### src/hw/word_load_pkg.sv
package word_load_pkg;

    // instruction fields
    localparam int OPC_HI = 31;
    localparam int OPC_LO = 26;
    localparam int BASE_HI = 25;
    localparam int BASE_LO = 21;
    localparam int TGT_HI = 20;
    localparam int TGT_LO = 16;
    localparam int OFS_HI = 15;
    localparam int OFS_LO = 0;

    // major opcodes
    localparam logic [5:0] OPC_LOAD_WORD_SIGNED = 6'h23;
    localparam logic [5:0] OPC_LOAD_WORD_UPPER_PART = 6'h22;

    // access length: bytes minus one
    localparam logic [1:0] LEN_WORD = 2'h3;

    // exception codes
    localparam logic [1:0] EXC_NONE = 2'h0;
    localparam logic [1:0] EXC_ADDRESS = 2'h1;
    localparam logic [1:0] EXC_TLB_REFILL = 2'h2;
    localparam logic [1:0] EXC_TLB_INVALID = 2'h3;

    // reset values
    localparam logic [63:0] RST_DATA = 64'h0000_0000_0000_0000;
    localparam logic [4:0] RST_INDEX = 5'h00;

    typedef enum logic {ST_IDLE, ST_WAIT} load_state_t;

endpackage : word_load_pkg

### src/hw/word_part_merge.sv
`timescale 1ns/1ps

module word_part_merge
(
    // data in
    input wire logic [31:0] mem_word,
    input wire logic [31:0] old_word,
    input wire logic [1:0] top_count,
    // data out
    output logic [31:0] merged
);

    genvar j;
    generate
        for (j = 0; j < 4; j++)
        begin : g_lane
            logic [2:0] sum;
            logic [1:0] src;
            assign sum = 3'(j) + {1'b0, top_count};
            assign src = sum[1:0] + 2'h1;
            // lane j takes memory when j >= 3 - top_count
            assign merged[8*j +: 8] = (sum >= 3'h3) ?
                mem_word[8*src +: 8] : old_word[8*j +: 8];
        end
    endgenerate

endmodule : word_part_merge

### src/hw/word_load_align_unit.sv
`timescale 1ns/1ps

// What this block does
// - aligned signed word load decoded from opcode 100011, base/target/offset.
// - address is sign-extended 16-bit offset plus base low 32 bits.
// - aligned load fetches 32-bit word, sign-extends to 64, writes target.
// - aligned load with nonzero low address bits: address error, no write.
// - upper-part load decoded from opcode 100010 with the same fields.
// - upper-part address names the top byte of a maybe-unaligned word.
// - upper-part load moves one to four bytes from the aligned word.
// - addressed byte lands in byte 3, fills downward, then sign-extends.
// - low register bytes not receiving memory bytes stay unchanged.
// - pending load result forwarded so back-to-back partial loads work.
// - upper-part load never raises an alignment error.
// - little-endian, low bits 0: length 0, one byte into byte 3.
// - little-endian: access length equals the low two address bits.
// - type sent with each request is access length, bytes minus one.
module word_load_align_unit
    import word_load_pkg::*;
(
    // clock and reset
    input wire logic clock,
    input wire logic srst,
    // instruction issue
    input wire logic instr_valid,
    input wire logic [31:0] instr_word,
    input wire logic [63:0] base_value,
    input wire logic [63:0] target_value,
    input wire logic cpu_byte_order_flag,
    output logic busy_q,
    // memory request
    output logic mem_req_valid_q,
    output logic [31:0] mem_req_virtual_address_q,
    output logic [1:0] mem_req_len_q,
    // memory response
    input wire logic mem_rsp_valid,
    input wire logic [127:0] mem_rsp_data,
    input wire logic mem_rsp_tlb_refill,
    input wire logic mem_rsp_tlb_invalid,
    // register write-back
    output logic wr_valid_q,
    output logic [4:0] wr_index_q,
    output logic [63:0] wr_data_q,
    // exceptions
    output logic exc_valid_q,
    output logic [1:0] exc_code_q
);

    ////////////////////////////////////////////////////////////////////////
    // decode and address

    load_state_t state_q;
    logic [5:0] opcode;
    logic [4:0] base_idx;
    logic [4:0] tgt_idx;
    logic [15:0] offset;
    logic is_signed_load;
    logic is_upper_load;
    logic take;
    logic [63:0] base_fwd;
    logic [63:0] tgt_fwd;
    logic [31:0] virtual_address;
    logic misaligned;
    logic [1:0] part_len;
    logic [1:0] word_sel;
    logic fwd_valid_q;
    logic [4:0] fwd_idx_q;
    logic [63:0] fwd_data_q;
    logic upper_q;
    logic big_q;
    logic [1:0] wsel_q;
    logic [31:0] old_q;
    logic [31:0] mem_word;
    logic [31:0] merged;
    logic [31:0] low_word;

    assign opcode = instr_word[OPC_HI:OPC_LO];
    assign base_idx = instr_word[BASE_HI:BASE_LO];
    assign tgt_idx = instr_word[TGT_HI:TGT_LO];
    assign offset = instr_word[OFS_HI:OFS_LO];
    assign is_signed_load = (opcode == OPC_LOAD_WORD_SIGNED);
    assign is_upper_load = (opcode == OPC_LOAD_WORD_UPPER_PART);
    assign take = instr_valid && (state_q == ST_IDLE) &&
        (is_signed_load || is_upper_load);

    // last written result beats the possibly stale register file
    // the write-back leaving this edge is not in the register file yet
    assign base_fwd = (wr_valid_q && wr_index_q == base_idx) ? wr_data_q :
        (fwd_valid_q && fwd_idx_q == base_idx) ? fwd_data_q : base_value;
    assign tgt_fwd = (wr_valid_q && wr_index_q == tgt_idx) ? wr_data_q :
        (fwd_valid_q && fwd_idx_q == tgt_idx) ? fwd_data_q : target_value;

    assign virtual_address = base_fwd[31:0] +
        {{16{offset[15]}}, offset};
    assign misaligned = is_signed_load &&
        (virtual_address[1:0] != 2'h0);
    // bytes minus one of the aligned word at or below the address (little-endian), at or above it (big-endian)
    assign part_len = virtual_address[1:0] ^
        {2{cpu_byte_order_flag}};
    assign word_sel = virtual_address[3:2] ^ {2{cpu_byte_order_flag}};

    ////////////////////////////////////////////////////////////////////////
    // sequencing

    always_ff @(posedge clock)
    begin
        if (srst)
            state_q <= ST_IDLE;
        else
        begin
            case (state_q)
                ST_IDLE:
                    if (take && !misaligned)
                        state_q <= ST_WAIT;
                ST_WAIT:
                    if (mem_rsp_valid)
                        state_q <= ST_IDLE;
                default:
                    state_q <= ST_IDLE;
            endcase
        end
    end

    always_ff @(posedge clock)
    begin
        if (srst)
            busy_q <= 1'b0;
        else if (take && !misaligned)
            busy_q <= 1'b1;
        else if (state_q == ST_WAIT && mem_rsp_valid)
            busy_q <= 1'b0;
    end

    // request is a single-cycle pulse; address and length hold after it
    always_ff @(posedge clock)
    begin
        if (srst)
        begin
            mem_req_valid_q <= 1'b0;
            mem_req_virtual_address_q <= RST_DATA[31:0];
            mem_req_len_q <= 2'h0;
        end
        else
        begin
            mem_req_valid_q <= take && !misaligned;
            if (take && !misaligned)
            begin
                mem_req_virtual_address_q <= virtual_address;
                mem_req_len_q <= is_signed_load ?
                    LEN_WORD : part_len;
            end
        end
    end

    // context of the load in flight
    always_ff @(posedge clock)
    begin
        if (srst)
        begin
            upper_q <= 1'b0;
            big_q <= 1'b0;
            wsel_q <= 2'h0;
            old_q <= RST_DATA[31:0];
            wr_index_q <= RST_INDEX;
        end
        else if (take)
        begin
            upper_q <= is_upper_load;
            big_q <= cpu_byte_order_flag;
            wsel_q <= word_sel;
            old_q <= tgt_fwd[31:0];
            wr_index_q <= tgt_idx;
        end
    end

    ////////////////////////////////////////////////////////////////////////
    // data path

    assign mem_word = mem_rsp_data[{wsel_q, 5'h00} +: 32];

    word_part_merge u_merge
    (
        .mem_word(mem_word),
        .old_word(old_q),
        .top_count(mem_req_len_q),
        .merged(merged)
    );

    // upper-part loads merge memory bytes into the old target word; word loads take the memory word whole
    assign low_word = upper_q ? merged : mem_word;

    always_ff @(posedge clock)
    begin
        if (srst)
        begin
            wr_valid_q <= 1'b0;
            wr_data_q <= RST_DATA;
        end
        else
        begin
            wr_valid_q <= (state_q == ST_WAIT) && mem_rsp_valid &&
                !mem_rsp_tlb_refill && !mem_rsp_tlb_invalid;
            if (state_q == ST_WAIT && mem_rsp_valid)
                wr_data_q <= {{32{low_word[31]}}, low_word};
        end
    end

    always_ff @(posedge clock)
    begin
        if (srst)
        begin
            exc_valid_q <= 1'b0;
            exc_code_q <= EXC_NONE;
        end
        else if (take && misaligned)
        begin
            exc_valid_q <= 1'b1;
            exc_code_q <= EXC_ADDRESS;
        end
        else if (state_q == ST_WAIT && mem_rsp_valid &&
            (mem_rsp_tlb_refill || mem_rsp_tlb_invalid))
        begin
            exc_valid_q <= 1'b1;
            // refill is the more basic miss, report it first
            exc_code_q <= mem_rsp_tlb_refill ?
                EXC_TLB_REFILL : EXC_TLB_INVALID;
        end
        else
        begin
            exc_valid_q <= 1'b0;
            exc_code_q <= EXC_NONE;
        end
    end

    // forwarding only tracks this unit's own write-backs
    always_ff @(posedge clock)
    begin
        if (srst)
        begin
            fwd_valid_q <= 1'b0;
            fwd_idx_q <= RST_INDEX;
            fwd_data_q <= RST_DATA;
        end
        else if (wr_valid_q)
        begin
            fwd_valid_q <= 1'b1;
            fwd_idx_q <= wr_index_q;
            fwd_data_q <= wr_data_q;
        end
    end
endmodule : word_load_align_unit

### config.mk
export PLATFORM = sky130hd
export DESIGN_NAME = word_load_align_unit
export DESIGN_NICKNAME = d
export VERILOG_FILES = /design/src/hw/word_load_pkg.sv /design/src/hw/word_part_merge.sv /design/src/hw/word_load_align_unit.sv
export SDC_FILE = /design/constraint.sdc
export NUM_CORES = 1
export LEC_CHECK = 0
export ABC_CLOCK_PERIOD_IN_PS = 13500
export BUFFER_PORTS_ARGS = -buffer_cell sky130_fd_sc_hd__clkbuf_2
export CORE_MARGIN = 1
export CORE_UTILIZATION = 28
export DETAILED_ROUTE_END_ITERATION = 16
export HOLD_SLACK_MARGIN = 0.12
export REMOVE_ABC_BUFFERS = 1
export SKIP_CTS_REPAIR_TIMING = 1
export SYNTH_ARGS = -nofsm -noshare
export SYNTH_HDL_FRONTEND = slang
export SYNTH_SLANG_ARGS = --single-unit
### constraint.sdc
create_clock -name clock -period 13.5 [get_ports clock]
set_input_delay 2.7 -clock clock [delete_from_list [all_inputs] [get_ports clock]]
set_output_delay 2.7 -clock clock [all_outputs]
set_load 0.01 [all_outputs]
After elaboration in Yosys (flattened, before gate mapping)
Index checks and enable logic that the tools add are counted.

Register bits: 151. Input port bits: 295. Output and inout bits: 109. Word-level logic and storage cells: 85.

Add/subtract/negate cells: 8. Order comparisons: 4. Eq/ne operators: 6. Shift-type cells: 5. Multiplexer cells: 20. Bitwise operators: 4. Reduce and logical (&&, ||, !) cells: 21.

Operator list (count): $mux W32 (5); $shiftx A128 B8 Y32 (1); $shiftx A32 B6 Y8 (4); $add A32 B32 Y32 (1); $mux W8 (4); $eq A5 B5 Y1 (4); $logic_and A1 B1 Y1 (13); $eq A6 B6 Y1 const B (2); $ge A3 B2 Y1 const B (3); $mux W1 (9); $add A2 B1 Y2 const B (4); $add A2 B2 Y3 const A (2); $reduce_bool A2 Y1 (2); $xor A2 B2 Y2 (2); $add A1 B2 Y3 const A (1); $logic_not A1 Y1 (3); $reduce_or A3 Y1 (1); $ge A2 B2 Y1 const B (1); $logic_or A1 B1 Y1 (2); $mux W2 (1); $not A1 Y1 (2); $pmux W1 S2 (1).

Logic depth before layout (Yosys ltp)
Gate-level depths: netlist (run 1).

Depth in word-level cells: 11. Depth in mapped cells: 18. Mapped depth without buffers: 16.

Cells and area by module
A second synthesis (run 1) with hierarchy kept.

Cell total of the unflattened synthesis: 1289. Area total of the unflattened synthesis: 10953.0 um2.

Modules (own cells, without submodules): word_load_align_unit (instances 1, cells an instance 1176, area each 9851.9 um2, seq. area each 3022.9 um2); word_part_merge (instances 1, cells an instance 113, area each 1101.1 um2, seq. area each 0.0 um2).

Worst setup path after synthesis (run 1)
Ideal clock, no wire load.

Path type: input -> register. Start: input port instr_word[22]. End: register mem_req_virtual_address_q[31]. Setup time: 0.133 ns. Arrival: 5.976 ns. Required time: 13.367 ns. Setup slack: 7.391 ns. Cell stages on the path: 16. Buffers on the path: 2. Path through: xor2_1 > nor4_1 > and3_1 > buf_2 > buf_2 > mux2i_1 > o21ai_0 > ha_1 > a21oi_2 > nand2_2 > o211a_4 > o31ai_4 > nand3b_1 > a311o_1 > a2111oi_0 > o41ai_1.

Longest elaborated chain between the ends: 9. Elaborated cells on any way between the ends: 11. Those cells by class: add/sub: 1; eq/ne: 2; mux: 2; reduce/logical: 6.

RTL lines: from (decl) (RTL line word_load_align_unit.sv:26) `input wire logic [31:0] instr_word,`; $eq A5 B5 Y1 (RTL line word_load_align_unit.sv:89) `(fwd_valid_q && fwd_idx_q == base_idx) ? fwd_data_q : base_value;`; $logic_and A1 B1 Y1 (RTL line word_load_align_unit.sv:89); $mux W32 (RTL line word_load_align_unit.sv:89); $mux W32 (*) (RTL line word_load_align_unit.sv:88) `assign base_fwd = (wr_valid_q && wr_index_q == base_idx) ? wr_data_q :`; $add A32 B32 Y32 (*) (RTL line word_load_align_unit.sv:93) `assign virtual_address = base_fwd[31:0] +`; $reduce_bool A2 Y1 (RTL line word_load_align_unit.sv:96) `(virtual_address[1:0] != 2'h0);`; $logic_and A1 B1 Y1 (RTL line word_load_align_unit.sv:95) `assign misaligned = is_signed_load &&`; $logic_not A1 Y1 (RTL line word_load_align_unit.sv:146) `if (take && !misaligned)`; $logic_and A1 B1 Y1 (RTL line word_load_align_unit.sv:146); to (signal assigned) (RTL line word_load_align_unit.sv:140) `mem_req_virtual_address_q <= RST_DATA[31:0];`; to (signal assigned) (RTL line word_load_align_unit.sv:148) `mem_req_virtual_address_q <= virtual_address;`; to (decl) (RTL line word_load_align_unit.sv:33) `output logic [31:0] mem_req_virtual_address_q,`.

Mark *: on every way between the ends. The rest lies on a longest branch, timed or not. A chain may end at the register's enable or synchronous reset.

Worst setup path after layout (run 1)
Start: input port instr_word[22]. End: register mem_req_virtual_address_q[30].

The elaborated chain is that of the path after synthesis.

==> results of run 1 <==
## registers in the layout, summed over array words and instances (netlist names)
name,count
busy_q,1
old_q,24
exc_code_q,2
fwd_data_q,32
mem_req_len_q,2
fwd_valid_q,1
state_q,1
upper_q,1
wr_index_q,5
mem_req_valid_q,1
wr_data_q,32
mem_req_virtual_address_q,32
wr_valid_q,1
wsel_q,2
fwd_idx_q,5
exc_valid_q,1
## worst paths after layout
check                           startpoint                            end  slack [ns]  depth (start not counted)
min          mem_req_virtual_address_q[13]  mem_req_virtual_address_q[13]        0.45                          2
max                         instr_word[22]  mem_req_virtual_address_q[30]        6.65                         18
min reg2reg  mem_req_virtual_address_q[13]  mem_req_virtual_address_q[13]        0.45                          2
max reg2reg                  wr_index_q[4]  mem_req_virtual_address_q[30]        8.61                         16
## report_power, final
| group | internal [mW] | switching (mW) |
|---|---|---|
| Clock | 0.334 | 0.204 |
| Combinational | 0.0868 | 0.110 |
| Sequential | 0.424 | 0.00248 |
| Total | 0.845 | 0.317 |
## worst max-delay path: cells and delay by family
kind	cells	cell delay [ns]
AOI/OAI and AO/OA	6	1.60
xor gates and xnor gates	1	0.14
adders and majority gates	2	0.49
buffers and inverters	3	0.73
muxes	1	0.26
and+or+nand+nor	5	1.23
## through the flow
step                      worst slack (ns)  hold slack [ns]
final                                 6.65            0.452
after global routing                  6.35            0.464
after CTS                             6.66            0.452
after detailed placement              6.22            0.446
after global placement                6.28            0.443
after floorplan                       6.55            0.440
## cell families after synthesis
| kind of cell | share of synthesized area, % |
|---|---|
| and+or+nand+nor | 16.3 |
| AOI/OAI and AO/OA | 20.0 |
| muxes | 21.1 |
| buffers and inverters | 6.78 |
| DFF | 27.6 |
| adders and majority gates | 4.90 |
| xor gates and xnor gates | 3.30 |
## per-layer routing
layer	GRT usage (%)	share of wire [%]
met2	33.5	46
met3	3.90	5.0
met1	26.9	46
met4	7.11	2.6
met5	0	0.034
## layout by cell type (no fill, tap or decap), drive strengths merged, types with 9 or more instances in the layout
cell	n
nand3	25
a211oi	53
nand2	105
inv	20
a21oi	124
dfxtp	143
nor2	177
nor3	16
mux2	17
clkbuf	349
a21o	12
mux4	40
buf	14
a311oi	9
xor2	24
o21ai	75
a221oi	10
mux2i	109
xnor2	15
ha	39
## cell type report
| class | instances | area [um^2] |
|---|---|---|
| clock inverters | 13 | 211 |
| well taps | 468 | 586 |
| multi-input cells | 957 | 6810 |
| clock buffers | 19 | 443 |
| inverters | 19 | 71.3 |
| fillers | 3837 | 23800 |
| flip-flops and latches | 143 | 2870 |
| repair buffers | 344 | 1760 |
==> impl_metrics.env, run 1 <==
export IMPL_fin_crit_ns=6.85
export IMPL_outcome="finished, final reports clean"
export IMPL_finClkSkew_ns=0.0105
export IMPL_cts_made_buffers=17
export IMPL_tightest_slew_ns=1.04
export IMPL_yosys_top_cells_count="nor2_1, dfxtp_1, a21oi_1, mux2i_1, nand2_1"
export IMPL_io_pins=404
export IMPL_start_util_pct=28.4
export IMPL_critPathRequiredTime_ns=13.84
export IMPL_p_per_area_nw_per_um2=91.1
export IMPL_crit_chain="clkbuf_2 -> xor2_1 -> nor4_1 -> and3_2 -> buf_4 -> mux2i_1 -> o21ai_0 -> ha_1 -> inv_1 -> fa_1 -> nor2b_1 -> o211ai_1 -> a21boi_0 -> o21ai_1 -> a21oi_1 -> or4b_4 -> and2_1 -> o311ai_2"
export IMPL_htree_levels=4
export IMPL_maxCapViolCount=0
export IMPL_ys_types=76
export IMPL_clock_sinks=143
export IMPL_worst_ep_arrival_time_ns=7.19
export IMPL_synth_top_area_cell="dfxtp_1"
export IMPL_portBuffers=331
export IMPL_dp_cells=1931
export IMPL_die_h_um=194
export IMPL_cts_tree="built"
export IMPL_hold_violations=0
export IMPL_ir_drop_v=0.0000834
export IMPL_slowest_stage="o21ai_1"
export IMPL_drc=0
export IMPL_grt_max_degree=75
export IMPL_grt_antenna_before_repair=1
export IMPL_diodes=0
export IMPL_die_w_um=194
export IMPL_design_area_um2=12700
export IMPL_crit_path_max_fanout=32
export IMPL_avgSynthCellArea_um2=8.32
export IMPL_synth_ff_type="dfxtp_1"
export IMPL_max_stage_delay_ns=0.59
export IMPL_nNetsFinal=1817
export IMPL_clkTransAtPathRegs_ns=0.06
export IMPL_grt_overflow=0
export IMPL_tns_ns=0
export IMPL_place_congestion=0.857
export IMPL_yosysWarnings=0
export IMPL_power_leakage_nw=5.20
export IMPL_grtUsageTotal_pct=20.5
export IMPL_grt_pass1_wl_um=58500
export IMPL_ys_top_cells_by_area="dfxtp_1, mux2i_1, mux4_2"
export IMPL_synth_top_cell_area_share_pct=27.6
export IMPL_dr_pass1_iters=5
export IMPL_final_cells=1963
export IMPL_synth_most_common_cell="nor2_1"
export IMPL_utilization_pct=34.9
export IMPL_power_total_mw=1.16
export IMPL_postPlaceCellArea_um2=12100
export IMPL_cp_end_kind="register"
export IMPL_period_share_pct=50.8
export IMPL_synth_edf_count=0
export IMPL_rsz0062_at_grt="no"
export IMPL_num_vias=10100
export IMPL_async_flop_share_pct=0
export IMPL_insertion_delay_ns=0.44
export IMPL_drtIter0Drc=530
export IMPL_yosysSeqAreaShare_pct=27.6
export IMPL_clock_root_buffer="clkbuf_16"
export IMPL_crit_type="input port to register"
export IMPL_area_growth_syn_to_layout_pct=23.0
export IMPL_drtAntennaViolNets=0
export IMPL_drt_wirelength_per_cell_um=19.7
export IMPL_coreArea_um2=36500
export IMPL_cts_buffer_depth=2
export IMPL_drive_gt1_share_pct=31.2
export IMPL_synth_cells=1246
export IMPL_netlist_area_um2=10400
export IMPL_row_count=70
export IMPL_min_path_type="register to register"
export IMPL_grt_pass1_vias=9768
export IMPL_cp_start_kind="input port"
export IMPL_finalMaxSlewViolations=0
export IMPL_viasPerCell=5.14
export IMPL_relSlewSlack_pct=30.3
export IMPL_setup_viol=0
export IMPL_wl_um=38700
export IMPL_dp_hpwl_um=29200
export IMPL_dieArea_um2=37800
export IMPL_timing_fmax_mhz=146
export IMPL_ys_seq_elements=143
No activity file was read; power rests on OpenSTA's default activity.
==> run 2: changes to the inputs <==
--- a/config.mk
+++ b/config.mk
@@ -5,7 +5,8 @@
 export SDC_FILE = /design/constraint.sdc
 export NUM_CORES = 1
 export LEC_CHECK = 0
-export ABC_CLOCK_PERIOD_IN_PS = 13500
+export ABC_AREA = 1
+export ABC_CLOCK_PERIOD_IN_PS = 5700
 export BUFFER_PORTS_ARGS = -buffer_cell sky130_fd_sc_hd__clkbuf_2
 export CORE_MARGIN = 1
 export CORE_UTILIZATION = 28
==> constraint.sdc (replaced) <==
create_clock -name clock -period 5.7 [get_ports clock]
set_input_delay 1.14 -clock clock [delete_from_list [all_inputs] [get_ports clock]]
set_output_delay 1.14 -clock clock [all_outputs]
set_load 0.01 [all_outputs]
==> run 2 against run 1 <==
  * Final cell count grew 33%
  * Global-route usage grew 1.4 points
  * Largest power group unchanged
  * Die area grew 5.7%
  * Sequential share of layout area shrank 0.84 points
  * First-iteration DRC count grew 67%
  * Clock power grew 99%
==> impl_metrics.env, run 2 <==
export IMPL_max_stage_delay_ns=0.49
export IMPL_cts_buffer_depth=2
export IMPL_p_sw_uw=810
export IMPL_die_h_um=200
export IMPL_layout_common_cells="nand2_1, clkbuf_2, o21ai_0"
export IMPL_slowest_stage="a21oi_1"
export IMPL_clock_sinks=143
export IMPL_coreArea_um2=38600
export IMPL_cts_made_buffers=17
export IMPL_relSlewSlack_pct=26.1
export IMPL_row_count=72
export IMPL_insertion_delay_ns=0.43
export IMPL_grtUsageTotal_pct=21.9
export IMPL_synth_ff_type="dfxtp_1"
export IMPL_clkTransAtPathRegs_ns=0.06
export IMPL_finalMaxSlewViolations=0
export IMPL_ys_top_cells_by_area="dfxtp_1, nand2_1, o21ai_0"
export IMPL_fin_crit_ns=4.29
export IMPL_cp_start_kind="input port"
export IMPL_met3_length_um=2940
export IMPL_final_setup_worst_slack_ns=1.41
export IMPL_timing_fmax_mhz=233
export IMPL_drtAntennaViolNets=0
export IMPL_min_path_type="register to register"
export IMPL_wl_met2_um=19800
export IMPL_die_w_um=200
export IMPL_avgSynthCellArea_um2=5.95
export IMPL_cp_end_kind="register"
export IMPL_grt_antenna_before_repair=2
export IMPL_pwr_share_clk_pct=41.3
export IMPL_synth_most_common_cell="nand2_1"
export IMPL_swShare_pct=31.4
export IMPL_layout_cells_most_common="nand2_1"
export IMPL_clock_root_buffer="clkbuf_16"
export IMPL_drtIter0Drc=886
export IMPL_ir_drop_v=0.000193
export IMPL_place_congestion=0.875
export IMPL_m1WireLength_um=20100
export IMPL_num_vias=12700
export IMPL_critPathRequiredTime_ns=6.03
export IMPL_ys_seq_elements=143
export IMPL_yosysWarnings=0
export IMPL_portBuffers=331
export IMPL_start_util_pct=28.4
export IMPL_htree_levels=4
export IMPL_utilization_pct=34.2
export IMPL_power_leakage_nw=6.74
export IMPL_rsz0062_at_grt="no"
export IMPL_grt_pass1_vias=11700
export IMPL_synth_top_area_cell="dfxtp_1"
export IMPL_viasPerCell=4.89
export IMPL_p_comb_share_pct=19.5
export IMPL_setup_viol=0
export IMPL_grt_overflow=0
export IMPL_p_per_area_nw_per_um2=195
export IMPL_yosysSeqAreaShare_pct=26.1
export IMPL_dp_hpwl_um=33200
export IMPL_synth_top_cell_area_share_pct=26.1
export IMPL_outcome="finished, final reports clean"
export IMPL_crit_type="input port to register"
export IMPL_ys_types=43
export IMPL_area_growth_syn_to_layout_pct=20.7
export IMPL_critPathBufInv=4
export IMPL_rr_worst_depth=15
export IMPL_nNetsFinal=2404
export IMPL_synth_edf_count=0
export IMPL_drive_gt1_share_pct=19.4
export IMPL_tightest_slew_ns=1.11
export IMPL_crit_path_max_fanout=28
export IMPL_cp_num_cells=17
export IMPL_wl_um=44000
export IMPL_p_int_mw=1.77
export IMPL_grt_pass1_wl_um=66100
export IMPL_async_flop_share_pct=0
export IMPL_dieArea_um2=40000
export IMPL_worst_ep_arrival_time_ns=4.62
export IMPL_netlist_area_um2=11000
export IMPL_dr_pass1_iters=5
export IMPL_yosys_top_cells_count="nand2_1, o21ai_0, a21oi_1, inv_1, nor2_1"
export IMPL_top_regs="fwd_data_q x32, mem_req_virtual_address_q x32, wr_data_q x32"
export IMPL_period_share_pct=75.2
export IMPL_p_seq_share_pct=39.3
export IMPL_routed_top_layer="met5"
export IMPL_crit_chain="clkbuf_2 -> inv_1 -> o21ai_0 -> nor2_1 -> nand3_2 -> buf_4 -> a21oi_1 -> ha_1 -> a21oi_1 -> o21ai_0 -> a21oi_1 -> o21a_1 -> nand2_1 -> nand2_1 -> nand3_1 -> nand2_1 -> inv_1"
export IMPL_dp_cells=2568
export IMPL_io_pins=404
export IMPL_cts_tree="built"
export IMPL_drc=0
export IMPL_post_place_ws_ns=0.982
export IMPL_holdPathStages=2
export IMPL_final_cells=2601
export IMPL_tns_ns=0
export IMPL_cp_top_family="compound AO/OA/AOI/OAI gates"
export IMPL_drt_wirelength_per_cell_um=16.9
export IMPL_synth_cells=1844
export IMPL_hold_violations=0
export IMPL_rrSetupSlack_ns=1.75
export IMPL_grt_max_degree=67
export IMPL_finClkSkew_ns=0.0114
export IMPL_maxCapViolCount=0
## run 2: cell count changes in the layout (fill, tap and decap cells not counted), moves of 40 or more
cell and change:
mux2i_1 -109, nand3_1 +85, a211oi_1 -53, nand2_1 +388
inv_1 +156, a21oi_1 +73, mux4_2 -40, o21ai_0 +186
## run 2: path summary, 6_finish.rpt
path	startpoint	endpoint
setup reg to reg	wr_valid_q	mem_req_virtual_address_q[25]
hold / removal	fwd_data_q[30]	fwd_data_q[30]
hold reg to reg	fwd_data_q[30]	fwd_data_q[30]
setup / recovery	instr_word[25]	mem_req_virtual_address_q[25]
## run 2: per-stage QoR
step                power [mW]  cell area (um^2)  hold WS, ns
CTS                       2.62             13200        0.458
floorplan                 1.32             10200        0.436
detailed placement        1.54             12700        0.449
global route              2.72             13200        0.479
finish                    2.58             13200        0.457
global placement          1.53             12700        0.444
## run 2: power by group through the flow
stage                     sequential, mW  combinational (mW)  clock (mW)
after floorplan                     1.04               0.285           0
after global placement              1.04               0.497           0
after detailed placement            1.04               0.501           0
after CTS                           1.01               0.504        1.10
after global routing                1.01               0.568        1.14
final                               1.01               0.503        1.07
## run 2: worst register-to-register path, stage by stage, from the launching register on
cell and delay [ns]:
dfxtp_1 0.47, o21ai_0 0.15, nor2_1 0.25, nand3_2 0.42, buf_4 0.41, a21oi_1 0.50, ha_1 0.36, a21oi_1 0.20
o21ai_0 0.19, a21oi_1 0.41, o21a_1 0.19, nand2_1 0.06, nand2_1 0.05, nand3_1 0.09, nand2_1 0.08, inv_1 0.03
## run 2: logic make-up after synthesis
kind of cell,share of synthesized area (%)
xor+xnor,1.27
compound gates,26.1
flops,26.1
buf+inv,13.3
simple gates,28.6
fa+ha+maj,4.63
## run 2: final cells by class
type	instances	area [um^2]
flip-flops and latches	143	2870
multi-input cells	1372	6660
repair buffers	349	1820
clock inverters	12	86.3
inverters	186	698
diodes	1	2.50
well taps	518	648
clock buffers	20	457
fillers	4295	25400
## run 2: routing by layer
layer,vias to the layer above,global-route usage [%]
met5,-,0
met4,2,7.24
met3,53,4.25
met2,411,35.8
met1,5773,28.7
li1,6491,-
